===== src/sar_adc_params.svh =====
// Purpose: Register map, field positions, reset values and timing of the SAR converter control
// Assumes: 32-bit APB data, every register field lives in the low byte
// Notes: Definitions only
`ifndef SAR_ADC_PARAMS_SVH
`define SAR_ADC_PARAMS_SVH
`define OFS_CTRL0 12'h000
`define OFS_CTRL1 12'h004
`define OFS_RESULT 12'h008
`define OFS_IRQ_STATUS 12'h00c
`define OFS_IRQ_MASK 12'h010
`define CTRL0_ENABLE_BIT 0
`define CTRL0_GO_BIT 1
`define CTRL0_CHAN_LSB 2
`define CTRL0_CHAN_MSB 5
`define CTRL1_REF_LSB 0
`define CTRL1_REF_MSB 1
`define CTRL1_CLK_LSB 4
`define CTRL1_CLK_MSB 6
`define IRQ_DONE_BIT 0
`define RESET_CHAN 4'h0
`define RESET_REF 2'h0
`define RESET_CLK 3'h0
`define CHAN_FIXED_REF 4'hf
`define BITP_PER_CONV 4'ha
`define SYS_CLK_NS 40
`define RC_BITP_TYP_NS 1600
`define RC_BITP_MIN_NS 1000
`define RC_BITP_MAX_NS 6000
`define RC_BITP_CYCLES ((`RC_BITP_TYP_NS + `SYS_CLK_NS - 1) / `SYS_CLK_NS)
`define RC_MIN_CYCLES ((`RC_BITP_MIN_NS + `SYS_CLK_NS - 1) / `SYS_CLK_NS)
`define RC_MAX_CYCLES (`RC_BITP_MAX_NS / `SYS_CLK_NS)
`endif


===== src/sar_adc_pkg.sv =====
// Purpose: Types shared by the SAR converter control files
// Assumes: 8-bit result
// Notes: Analog controls travel as one packed struct
`default_nettype none
package sar_adc_pkg;
	typedef enum logic [1:0] {ST_IDLE, ST_SAMPLE, ST_CONVERT, ST_FINISH} seq_state_t;
	typedef struct packed {
		logic power;
		logic sample;
		logic [2:0] ref_onehot;
		logic ch_valid;
		logic [3:0] channel;
		logic [7:0] trial;
	} analog_ctrl_t;
endpackage
`default_nettype wire


===== src/conv_tick_gen.sv =====
// Purpose: Conversion clock tick, one pulse per bit period
// Assumes: clk_sel codes as in the control register
// Notes: RC timer runs free, untouched by the divider selection
`default_nettype none
`include "sar_adc_params.svh"
module conv_tick_gen #(
	parameter int RC_CYCLES = `RC_BITP_CYCLES
)(
	input wire logic sys_clk,
	input wire logic rst,
	input wire logic [2:0] clk_sel,
	output logic tick
);
	localparam int RCW = $clog2(RC_CYCLES + 1);
	localparam logic [RCW-1:0] RC_LAST = RCW'(RC_CYCLES - 1);
	logic [5:0] div_reg;
	logic [RCW-1:0] rc_reg;
	generate
		if (RC_CYCLES < `RC_MIN_CYCLES || RC_CYCLES > `RC_MAX_CYCLES)
		begin : g_bad_rc
			$error("RC bit period outside its allowed range");
		end
	endgenerate
	function automatic logic div_tick(input logic [2:0] sel, input logic [5:0] cnt);
		logic [2:0] shift;
		logic [5:0] mask;
		shift = 3'd1 + {sel[1:0], 1'b0} + {2'b00, sel[2]};
		mask = 6'h3f >> (3'd6 - shift);
		return (cnt & mask) == mask;
	endfunction
	always_ff @(posedge sys_clk)
	begin
		if (rst)
			div_reg <= 6'h00;
		else
			div_reg <= div_reg + 6'h01;
	end
	always_ff @(posedge sys_clk)
	begin
		if (rst || rc_reg == RC_LAST)
			rc_reg <= '0;
		else
			rc_reg <= rc_reg + 1'b1;
	end
	always_comb
	begin
		if (clk_sel[1:0] == 2'b11)
			tick = (rc_reg == RC_LAST);
		else
			tick = div_tick(clk_sel, div_reg);
	end
endmodule
`default_nettype wire


===== src/sar_core.sv =====
// Purpose: Successive approximation register
// Assumes: comp_high is high when the held input is at or above the trial code
// Notes: fill gives the partial result with undecided bits copying the last decided one
`default_nettype none
module sar_core #(
	parameter int WIDTH = 8
)(
	input wire logic sys_clk,
	input wire logic rst,
	input wire logic init,
	input wire logic step,
	input wire logic comp_high,
	output logic [WIDTH-1:0] trial,
	output logic [WIDTH-1:0] fill
);
	logic [WIDTH-1:0] value_reg;
	logic [WIDTH-1:0] ptr_reg;
	logic [WIDTH-1:0] low;
	logic last;
	generate
		if (WIDTH < 2)
		begin : g_bad_width
			$error("SAR width must be at least two");
		end
	endgenerate
	always_ff @(posedge sys_clk)
	begin
		if (rst)
		begin
			value_reg <= '0;
			ptr_reg <= '0;
		end
		else if (init)
		begin
			value_reg <= '0;
			ptr_reg <= {1'b1, {(WIDTH-1){1'b0}}};
		end
		else if (step)
		begin
			if (comp_high)
				value_reg <= value_reg | ptr_reg;
			ptr_reg <= ptr_reg >> 1;
		end
	end
	assign trial = value_reg | ptr_reg;
	always_comb
	begin
		low = ptr_reg | (ptr_reg - 1'b1);
		last = |(value_reg & {ptr_reg[WIDTH-2:0], 1'b0});
		if (ptr_reg == '0 || !last)
			fill = value_reg;
		else
			fill = value_reg | low;
	end
endmodule
`default_nettype wire


===== src/sar_adc_control.sv =====
// Purpose: Control of an 8-bit SAR converter behind an APB slave
// Assumes: Analog mux, sample-and-hold, DAC and comparator sit outside
// Notes: One wait state on every APB access
`default_nettype none
`include "sar_adc_params.svh"
module sar_adc_control #(
	parameter int RC_CYCLES = `RC_BITP_CYCLES
)(
	input wire logic sys_clk,
	input wire logic rst,
	input wire logic psel,
	input wire logic penable,
	input wire logic pwrite,
	input wire logic [11:0] paddr,
	input wire logic [31:0] pwdata,
	input wire logic [3:0] pstrb,
	output logic [31:0] prdata,
	output logic pready,
	output logic pslverr,
	input wire logic comp_high,
	input wire logic sleep_active,
	output sar_adc_pkg::analog_ctrl_t analog_out,
	output logic irq,
	output logic wake
);
	localparam int RES_W = $bits(analog_out.trial);

	logic enable_reg;
	logic [3:0] chan_sel_reg;
	logic [1:0] ref_reg;
	logic [2:0] clk_sel_reg;
	logic [RES_W-1:0] result_reg;
	logic status_reg;
	logic status_next;
	logic mask_reg;
	sar_adc_pkg::seq_state_t state_reg;
	logic [3:0] tick_cnt_reg;
	logic pready_reg;
	logic pslverr_reg;
	logic [31:0] prdata_reg;
	sar_adc_pkg::analog_ctrl_t analog_reg;
	sar_adc_pkg::analog_ctrl_t analog_next;
	logic irq_reg;
	logic wake_reg;

	logic apb_access;
	logic apb_commit;
	logic wr_lane0;
	logic wr_ctrl0;
	logic wr_ctrl1;
	logic wr_status;
	logic wr_mask;
	logic busy;
	logic rc_sel;
	logic start;
	logic abort;
	logic tick;
	logic complete;
	logic sar_init;
	logic sar_step;
	logic [RES_W-1:0] sar_trial;
	logic [RES_W-1:0] sar_fill;
	logic power_on;

	function automatic logic addr_is(input logic [11:0] addr, input logic [11:0] ofs);
		return addr[11:2] == ofs[11:2];
	endfunction

	function automatic logic addr_mapped(input logic [11:0] addr);
		return addr_is(addr, `OFS_CTRL0) || addr_is(addr, `OFS_CTRL1) ||
			addr_is(addr, `OFS_RESULT) || addr_is(addr, `OFS_IRQ_STATUS) ||
			addr_is(addr, `OFS_IRQ_MASK);
	endfunction

	function automatic logic chan_code_valid(input logic [3:0] code);
		return (code <= 4'h4) || (code >= 4'h8 && code <= 4'hd) || (code == `CHAN_FIXED_REF);
	endfunction

	function automatic logic [2:0] ref_onehot(input logic [1:0] code);
		logic [2:0] sel;
		sel = 3'b001;
		if (code == 2'b10)
			sel = 3'b010;
		else if (code == 2'b11)
			sel = 3'b100;
		return sel;
	endfunction

	// APB: access phase takes one wait state, write commits at the pready edge
	assign apb_access = psel && penable && !pready_reg;
	assign apb_commit = psel && penable && pready_reg;
	assign wr_lane0 = apb_commit && pwrite && pstrb[0];
	assign wr_ctrl0 = wr_lane0 && addr_is(paddr, `OFS_CTRL0);
	assign wr_ctrl1 = wr_lane0 && addr_is(paddr, `OFS_CTRL1);
	assign wr_status = wr_lane0 && addr_is(paddr, `OFS_IRQ_STATUS);
	assign wr_mask = wr_lane0 && addr_is(paddr, `OFS_IRQ_MASK);

	always_ff @(posedge sys_clk)
	begin
		if (rst)
		begin
			pready_reg <= 1'b0;
			pslverr_reg <= 1'b0;
		end
		else
		begin
			pready_reg <= apb_access;
			pslverr_reg <= apb_access && !addr_mapped(paddr);
		end
	end

	always_ff @(posedge sys_clk)
	begin
		if (rst)
			prdata_reg <= 32'h00000000;
		else if (apb_access && !pwrite)
		begin
			prdata_reg <= 32'h00000000;
			if (addr_is(paddr, `OFS_CTRL0))
			begin
				prdata_reg[`CTRL0_ENABLE_BIT] <= enable_reg;
				prdata_reg[`CTRL0_GO_BIT] <= busy;
				prdata_reg[`CTRL0_CHAN_MSB:`CTRL0_CHAN_LSB] <= chan_sel_reg;
			end
			else if (addr_is(paddr, `OFS_CTRL1))
			begin
				prdata_reg[`CTRL1_CLK_MSB:`CTRL1_CLK_LSB] <= clk_sel_reg;
				prdata_reg[`CTRL1_REF_MSB:`CTRL1_REF_LSB] <= ref_reg;
			end
			else if (addr_is(paddr, `OFS_RESULT))
				prdata_reg[RES_W-1:0] <= result_reg;
			else if (addr_is(paddr, `OFS_IRQ_STATUS))
				prdata_reg[`IRQ_DONE_BIT] <= status_reg;
			else if (addr_is(paddr, `OFS_IRQ_MASK))
				prdata_reg[`IRQ_DONE_BIT] <= mask_reg;
		end
	end

	// Control registers
	always_ff @(posedge sys_clk)
	begin
		if (rst)
		begin
			enable_reg <= 1'b0;
			chan_sel_reg <= `RESET_CHAN;
		end
		else if (wr_ctrl0)
		begin
			enable_reg <= pwdata[`CTRL0_ENABLE_BIT];
			chan_sel_reg <= pwdata[`CTRL0_CHAN_MSB:`CTRL0_CHAN_LSB];
		end
	end

	always_ff @(posedge sys_clk)
	begin
		if (rst)
		begin
			ref_reg <= `RESET_REF;
			clk_sel_reg <= `RESET_CLK;
		end
		else if (wr_ctrl1)
		begin
			ref_reg <= pwdata[`CTRL1_REF_MSB:`CTRL1_REF_LSB];
			clk_sel_reg <= pwdata[`CTRL1_CLK_MSB:`CTRL1_CLK_LSB];
		end
	end

	always_ff @(posedge sys_clk)
	begin
		if (rst)
			mask_reg <= 1'b0;
		else if (wr_mask)
			mask_reg <= pwdata[`IRQ_DONE_BIT];
	end

	// Sequencer
	assign busy = (state_reg != sar_adc_pkg::ST_IDLE);
	assign rc_sel = (clk_sel_reg[1:0] == 2'b11);
	// Go is honoured only once the converter was already enabled
	assign start = wr_ctrl0 && pwdata[`CTRL0_GO_BIT] && enable_reg && !busy;
	// Clearing go or enable, or Sleep on a divided clock, cuts a conversion short
	assign abort = busy && ((wr_ctrl0 && (!pwdata[`CTRL0_GO_BIT] || !pwdata[`CTRL0_ENABLE_BIT])) ||
		(sleep_active && !rc_sel));
	assign complete = (state_reg == sar_adc_pkg::ST_FINISH) && tick && !abort;
	assign sar_init = (state_reg == sar_adc_pkg::ST_SAMPLE) && tick && !abort;
	assign sar_step = (state_reg == sar_adc_pkg::ST_CONVERT) && tick && !abort;

	conv_tick_gen #(
		.RC_CYCLES(RC_CYCLES)
	) u_tick (
		.sys_clk(sys_clk),
		.rst(rst),
		.clk_sel(clk_sel_reg),
		.tick(tick)
	);

	sar_core #(
		.WIDTH(RES_W)
	) u_sar (
		.sys_clk(sys_clk),
		.rst(rst),
		.init(sar_init),
		.step(sar_step),
		.comp_high(comp_high),
		.trial(sar_trial),
		.fill(sar_fill)
	);

	// Counts ticks from the sample tick on; the tenth one ends the conversion
	always_ff @(posedge sys_clk)
	begin
		if (rst)
			tick_cnt_reg <= 4'h0;
		else if (start)
			tick_cnt_reg <= 4'h0;
		else if (busy && tick)
			tick_cnt_reg <= tick_cnt_reg + 4'h1;
	end

	always_ff @(posedge sys_clk)
	begin
		if (rst || abort)
			state_reg <= sar_adc_pkg::ST_IDLE;
		else
		begin
			case (state_reg)
				sar_adc_pkg::ST_IDLE:
					if (start)
						state_reg <= sar_adc_pkg::ST_SAMPLE;
				sar_adc_pkg::ST_SAMPLE:
					if (tick)
						state_reg <= sar_adc_pkg::ST_CONVERT;
				sar_adc_pkg::ST_CONVERT:
					if (tick && tick_cnt_reg == `BITP_PER_CONV - 4'h2)
						state_reg <= sar_adc_pkg::ST_FINISH;
				sar_adc_pkg::ST_FINISH:
					if (tick)
						state_reg <= sar_adc_pkg::ST_IDLE;
				default:
					state_reg <= sar_adc_pkg::ST_IDLE;
			endcase
		end
	end

	// Result on completion, partial result on an abort after the sample phase
	always_ff @(posedge sys_clk)
	begin
		if (rst)
			result_reg <= '0;
		else if (complete || (abort && state_reg != sar_adc_pkg::ST_SAMPLE))
			result_reg <= sar_fill;
	end

	// Done flag: a completion in the clearing cycle wins over the clear
	always_comb
	begin
		status_next = status_reg;
		if (wr_status && pwdata[`IRQ_DONE_BIT])
			status_next = 1'b0;
		if (complete)
			status_next = 1'b1;
	end

	always_ff @(posedge sys_clk)
	begin
		if (rst)
			status_reg <= 1'b0;
		else
			status_reg <= status_next;
	end

	always_ff @(posedge sys_clk)
	begin
		if (rst)
		begin
			irq_reg <= 1'b0;
			wake_reg <= 1'b0;
		end
		else
		begin
			irq_reg <= status_next && mask_reg;
			wake_reg <= status_next && mask_reg && sleep_active;
		end
	end

	// Analog front end; in Sleep the converter stays up only on the RC clock,
	// and only until the end of a conversion when the interrupt is masked
	assign power_on = enable_reg && !(sleep_active && (!rc_sel || (!busy && !mask_reg)));

	always_comb
	begin
		analog_next.power = power_on;
		analog_next.sample = power_on && (state_reg == sar_adc_pkg::ST_IDLE ||
			state_reg == sar_adc_pkg::ST_SAMPLE);
		analog_next.ref_onehot = ref_onehot(ref_reg);
		analog_next.ch_valid = chan_code_valid(chan_sel_reg);
		analog_next.channel = chan_sel_reg;
		// Trial only while bits are decided on a powered front end, never a stale result
		analog_next.trial = (power_on && state_reg == sar_adc_pkg::ST_CONVERT) ? sar_trial : '0;
	end

	always_ff @(posedge sys_clk)
	begin
		if (rst)
			analog_reg <= '0;
		else
			analog_reg <= analog_next;
	end

	assign prdata = prdata_reg;
	assign pready = pready_reg;
	assign pslverr = pslverr_reg;
	assign analog_out = analog_reg;
	assign irq = irq_reg;
	assign wake = wake_reg;
endmodule
`default_nettype wire


===== config.mk =====
export PLATFORM = sky130hd
export DESIGN_NAME = sar_adc_control
export DESIGN_NICKNAME = d
export VERILOG_FILES = /design/src/sar_adc_pkg.sv /design/src/conv_tick_gen.sv /design/src/sar_core.sv /design/src/sar_adc_control.sv
export VERILOG_INCLUDE_DIRS = /design/src
export SDC_FILE = /design/constraint.sdc
export NUM_CORES = 1
export LEC_CHECK = 0
export ABC_AREA = 1
export BUFFER_PORTS_ARGS = -buffer_cell sky130_fd_sc_hd__buf_4
export CAP_MARGIN = 20
export CORE_ASPECT_RATIO = 0.75
export CORE_MARGIN = 2
export CORE_UTILIZATION = 49
export CTS_BUF_LIST = sky130_fd_sc_hd__clkbuf_8
export DETAILED_ROUTE_END_ITERATION = 6
export PLACE_DENSITY = 0.86
export SLEW_MARGIN = 20
export SYNTH_ARGS = -nofsm -noshare
export SYNTH_HDL_FRONTEND = slang
export SYNTH_SLANG_ARGS = --single-unit

===== constraint.sdc =====
create_clock -name sys_clk -period 1.61 [get_ports sys_clk]
set_input_delay 0.2415 -clock sys_clk [delete_from_list [all_inputs] [get_ports sys_clk]]
set_output_delay 0.2415 -clock sys_clk [all_outputs]
set_load 0.02 [all_outputs]

=== Word-level counts from Yosys, hierarchy flattened ===
Cells that the tools add are included.

* Bits in registers: 84
* Input port bits: 55
* Output and inout port bits: 54
* Logic and storage cells: 157

* $add $sub $neg: 7
* Order comparisons: 3
* Equal/unequal tests: 19
* Shift-type cells: 1
* Mux-type cells: 23
* Bitwise logic cells: 6
* Reduce and logical (&&, ||, !) cells: 72

{| class="wikitable"
|+ Operators with widths
! cell !! number
|-
| logical AND 1 bit || 35
|-
| two-way mux 8 bit || 3
|-
| bitwise OR 8 bit || 3
|-
| == test 10 x 2 -> 1 bit, second input constant || 2
|-
| two-way mux 2 bit || 8
|-
| logical OR 1 bit || 14
|-
| adder 6 x 1 -> 6 bit, second input constant || 2
|-
| logical NOT 1 bit || 11
|-
| == test 10 x 1 -> 1 bit, second input constant || 1
|-
| == test 10 x 3 -> 1 bit, second input constant || 1
|-
| == test 2 bit, second input constant || 5
|-
| logical NOT 10 bit || 1
|-
| bitwise AND 8 bit || 1
|-
| == test 4 bit, second input constant || 2
|-
| logical NOT 8 bit || 1
|-
| != test 2 bit, second input constant || 4
|-
| case mux 2 bit (4 select lines) || 1
|-
| OR reduction 2 bit || 4
|-
| OR reduction 8 bit || 1
|-
| subtractor 8 x 1 -> 8 bit, second input constant || 1
|-
| two-way mux 1 bit || 7
|-
| two-way mux 7 bit || 1
|-
| bitwise AND 6 bit || 1
|-
| == test 6 bit || 1
|-
| 18 further kinds || 20
|}

=== Longest topological paths before layout ===
* Word-level depth: 13
* Mapped depth: 13
* Depth with buffers taken out: 13

=== By module ===
Synthesis repeated with hierarchy kept, for this count alone.

* Cells, all modules: 556
* Area, all modules: 4175.3 um^2

{| class="wikitable"
|+ By module, submodules not included
! module !! times used !! cells each !! area each (um^2) !! seq. area each (um^2)
|-
| sar_adc_control || 1 || 353 || 2702.6 || 1121.1
|-
| sar_core || 1 || 125 || 889.6 || 320.3
|-
| conv_tick_gen || 1 || 78 || 583.1 || 240.2
|}

=== Worst setup path after synthesis ===
Ideal clock, no wire load.

* Kind: flip-flop to flip-flop
* Start point: reg clk_sel_reg[0]
* End point: reg result_reg[6]
* Setup time: 128 ps
* Arrival: 1525 ps
* Data required time: 1482 ps
* Setup slack: -43 ps
* Stages on the path, launching flop included: 13
* Path buffers: 1
* Period minus slack after synthesis: 1653 ps
* Cell sequence: dfxtp_1 -> inv_2 -> ha_1 -> a21oi_1 -> nor2_1 -> nand2_1 -> a21oi_1 -> nand2_4 -> nand2_2 -> buf_6 -> nand2_1 -> nand2_1 -> nor2_1

* Longest elaborated chain between the ends: 10
* Elaborated cells between the ends (all ways): 17
* Those cells by class: add/sub: 3; eq/ne: 2; shift: 1; mux: 1; bitwise: 1; reduce/logical: 9

{| class="wikitable"
|+ Ends and longest elaborated chain
! what !! line !! text
|-
| start: declaration || sar_adc_control.sv:31 || <nowiki>logic [2:0] clk_sel_reg;</nowiki>
|-
| start signal: assignment || sar_adc_control.sv:159 || <nowiki>clk_sel_reg <= `RESET_CLK;</nowiki>
|-
| start signal: assignment || sar_adc_control.sv:164 || <nowiki>clk_sel_reg <= pwdata[`CTRL1_CLK_MSB:`CTRL1_CLK_LSB];</nowiki>
|-
| adder 1 x 3 -> 3 bit || conv_tick_gen.sv:27 || <nowiki>shift = 3'd1 + {sel[1:0], 1'b0} + {2'b00, sel[2]};</nowiki>
|-
| adder 3 x 1 -> 3 bit || conv_tick_gen.sv:27 ||
|-
| subtractor 3 bit || conv_tick_gen.sv:28 || <nowiki>mask = 6'h3f >> (3'd6 - shift);</nowiki>
|-
| >> shifter 6 x 3 -> 6 bit || conv_tick_gen.sv:28 ||
|-
| bitwise AND 6 bit || conv_tick_gen.sv:29 || <nowiki>return (cnt & mask) == mask;</nowiki>
|-
| == test 6 bit || conv_tick_gen.sv:29 ||
|-
| two-way mux 1 bit || conv_tick_gen.sv:47 || <nowiki>if (clk_sel[1:0] == 2'b11)</nowiki>
|-
| logical AND 1 bit (2 in series) || sar_adc_control.sv:184 || <nowiki>assign complete = (state_reg == sar_adc_pkg::ST_FINISH) && tick && !abort;</nowiki>
|-
| logical OR 1 bit * || sar_adc_control.sv:250 || <nowiki>else if (complete || (abort && state_reg != sar_adc_pkg::ST_SAMPLE))</nowiki>
|-
| end signal: assignment || sar_adc_control.sv:251 || <nowiki>result_reg <= sar_fill;</nowiki>
|-
| end: declaration || sar_adc_control.sv:32 || <nowiki>logic [RES_W-1:0] result_reg;</nowiki>
|}

Mark *: on every way between the ends. The rest lies on a longest branch, timed or not.
A chain may end at the register's enable or synchronous reset.

=== Worst setup path after layout ===
* Start point: reg clk_sel_reg[0]
* End point: reg result_reg[7]

The elaborated chain is that of the path after synthesis.

==> impl_metrics.yaml <==
status:
  status: "complete, but fails checks"
  violations: "negative setup slack"
synthesis:
  ys_seq_elements: 84
  syn_avg_cell_area_um2: 7.52
  ys_types: 36
  syn_area_um2: 3870
  yosysWarnings: 0
  synthCells: 515
  ys_seq_area_share_pct: 43.4
routing:
  drt-pass1-iter-count: 7
  drc: 0
  via_per_inst: 5.31
  routed_wl_um: 10300
  vias: 3788
  dr.first_iter.drc_count: 370
  drtAntennaViolNets: 0
  wire_per_inst_um: 14.5
worst_setup_path:
  slowest_stage: "dfxtp_4"
  arrival_ns: 2.03
  path_delay_family: "simple AND/OR/NAND/NOR gates"
  cp.required_ns: 1.92
  cp.buffers_inverters: 2
  critPathLaunchType: "register"
  cp_max_fo: 4
  crit_chain: "inv_4, ha_4, nand2_4, nand3_4, nor2_4, nand2_4, a21oi_4, nand2_4, buf_6, nand3b_1, nand2_1, nor2_1"
  cp-end-kind: "register"
  crit_top_cell: "nand2_4"
  critPathMaxStageDelay_ns: 0.39
  critPathKind: "register to register"
finish:
  utilization_pct: 65.1
  layout.nets: 670
  largest_reg_flops: 18
  synthToLayoutAreaGrowth_pct: 30.7
  n_antenna_cell: 0
  drive_gt1_share_pct: 30.4
floorplanning:
  core_um2: 7780
  dieArea_um2: 8640
  die_height_um: 81
  io_pins: 109
  num_rows: 28
  die_x_um: 107
  initial_core_util_pct: 49.8
power_and_ir_drop:
  p_leak_nw: 2.19
  power.density_nw_per_um2: 968
  power.total_mw: 4.90
  max-vdd-ir-drop_uv: 712
clock_network:
  path_clk_slew_ns: 0.09
  root_buffer: "clkbuf_8"
  clock_path_buffers: 2
  clock_latency_ns: 0.37
  cts.sinks: 84
  htreeDepth: 3
  cts_buffers: 9
  tritoncts: "done"
grt:
  overflow: 0
  grt_start_max_net_pins: 36
  use_met3_pct: 5.70
  use_met1_pct: 28.0
  busiest_layer: "met2"
  track_usage_pct: 23.1
  use_met2_pct: 39.5
  grt_pass1_vias: 3518
  grt_pass1_wl_um: 15700
  antenna_found_initial: 0
timing:
  finalMaxSlewViolations: 0
  max_freq_mhz: 583
  rsz0062_at_grt: "yes"
  setup_viol: 20
  fin_crit_ns: 1.72
  min_period_over_period_pct: 107
  layout_setup_ws_ns: -0.106
  hold_viol: 0
  final.setup_skew_ns: 0.0143
run:
  maxCapViolations: 0
place:
  dp_hpwl_um: 6600
  gp_congestion: 0.972
  portBuffers: 54
worst_hold_path:
  hold_path.class: "primary input to register"
[worst register-to-register path, stage by stage (launching register included)]
cell	delay, ns
dfxtp_4	0.39
inv_4	0.04
ha_4	0.16
nand2_4	0.07
nand3_4	0.06
nor2_4	0.15
nand2_4	0.11
a21oi_4	0.19
nand2_4	0.10
buf_6	0.14
nand3b_1	0.08
nand2_1	0.05
nor2_1	0.10
[where the power goes]
part | switching, mW | leakage, nW | internal, mW | total [mW]
Sequential | 0.0712 | 0.683 | 2.18 | 2.25
Combinational | 0.629 | 1.40 | 0.379 | 1.01
Clock | 0.824 | 0.108 | 0.824 | 1.65
Total | 1.52 | 2.19 | 3.38 | 4.90
[worst paths after layout]
kind | start | to | slack [ns] | cells after the start
worst max-delay path | clk_sel_reg[0]$_SDFFE_PP0P_ | result_reg[7]$_SDFFE_PP0P_ | -0.11 | 12
worst min-delay path | sleep_active | wake$_SDFF_PP0_ | 0.12 | 3
worst max register to register | clk_sel_reg[0]$_SDFFE_PP0P_ | result_reg[7]$_SDFFE_PP0P_ | -0.11 | 12
worst min register to register | ref_reg[1]$_SDFFE_PP0P_ | analog_out[13]$_SDFF_PP0_ | 0.45 | 1
[through the flow]
stage | cells | hold slack [ns] | setup WS, ns | cell area, um^2 | TNS (ns)
5_1_grt | 714 | 0.104 | -0.178 | 5060 | -3.10
3_3_place_gp | 691 | 0.424 | -0.101 | 4490 | -1.90
2_1_floorplan | 538 | 0.354 | -0.00936 | 3970 | -0.0802
6_report | 714 | 0.120 | -0.106 | 5060 | -1.01
3_5_place_dp | 691 | 0.424 | -0.187 | 4490 | -3.42
4_1_cts | 709 | 0.103 | -0.0584 | 4820 | -0.464
[area by class of cell]
| cell class | instances | area (um^2) |
|---|---|---|
| multi-input combinational | 355 | 2090 |
| sequential | 84 | 1690 |
| fill | 592 | 2710 |
| tap | 105 | 131 |
| inverter | 65 | 246 |
| clock buffer | 11 | 151 |
| timing repair buffer | 89 | 683 |
| clock inverter | 5 | 66.3 |
[cell families (layout without fill, tap and decap cells)]
| group | count (synthesis) | after routing | share of synthesized area, % |
|---|---|---|---|
| compound gates | 95 | 95 | 13.6 |
| flops | 84 | 84 | 43.4 |
| fa+ha+maj | 11 | 11 | 3.55 |
| buf+inv | 100 | 170 | 12.5 |
| simple gates | 224 | 225 | 26.8 |
| other cells | 1 | 24 | 0.0968 |
[routing by layer]
| metal | wire [um] | share of wire [%] | vias to the layer above |
|---|---|---|---|
| met4 | 240 | 2.3 | 0 |
| li1 | - | - | 1815 |
| met5 | 0 | 0 | - |
| met2 | 5090 | 49 | 199 |
| met1 | 4130 | 40 | 1748 |
| met3 | 877 | 8.5 | 26 |
[layout by cell type (no fill, tap or decap), drive strengths merged]
cell type,count
o311ai,1
bufinv,1
clkbuf,11
o221ai,1
and3,2
ha,11
buf,89
conb,24
nand4,12
inv,67
clkinvlp,1
a31oi,3
nand3b,2
o22ai,3
nor3b,3
a221oi,1
nor3,8
o21ai,34
nand2,93
nor2,67
nand3,36
a211oi,1
a21oi,50
nor4,2
o21a,1
dfxtp,84
clkinv,1
[timing repair]
| action | CTS | global route |
|---|---|---|
| pin swaps | 5 | 21 |
| endpoints found under the setup margin | 34 | 36 |
| resized for setup | 24 | 56 |
| gates cloned | 0 | 1 |
| hold buffers | 0 | 0 |
| buffers inserted | 2 | 4 |
[cells in the mapped netlist (all sizes together)]
cell | n | area [um^2]
nand2 | 93 | 377
dfxtp | 84 | 1680
nor2 | 67 | 275
inv | 64 | 240
a21oi | 50 | 277
nand3 | 35 | 198
o21ai | 34 | 170
buf | 28 | 215
nand4 | 12 | 87.6
ha | 11 | 138
nor3 | 8 | 40.0
clkbuf | 7 | 26.3
a31oi | 3 | 18.8
nor3b | 3 | 22.5
o22ai | 3 | 18.8
and3 | 2 | 12.5
nand3b | 2 | 15.0
nor4 | 2 | 12.5
a211oi | 1 | 7.51
a221oi | 1 | 8.76
clkinv | 1 | 3.75
conb | 1 | 3.75
o21a | 1 | 7.51
o221ai | 1 | 8.76
o311ai | 1 | 8.76
(Power assumes the default switching activity.)
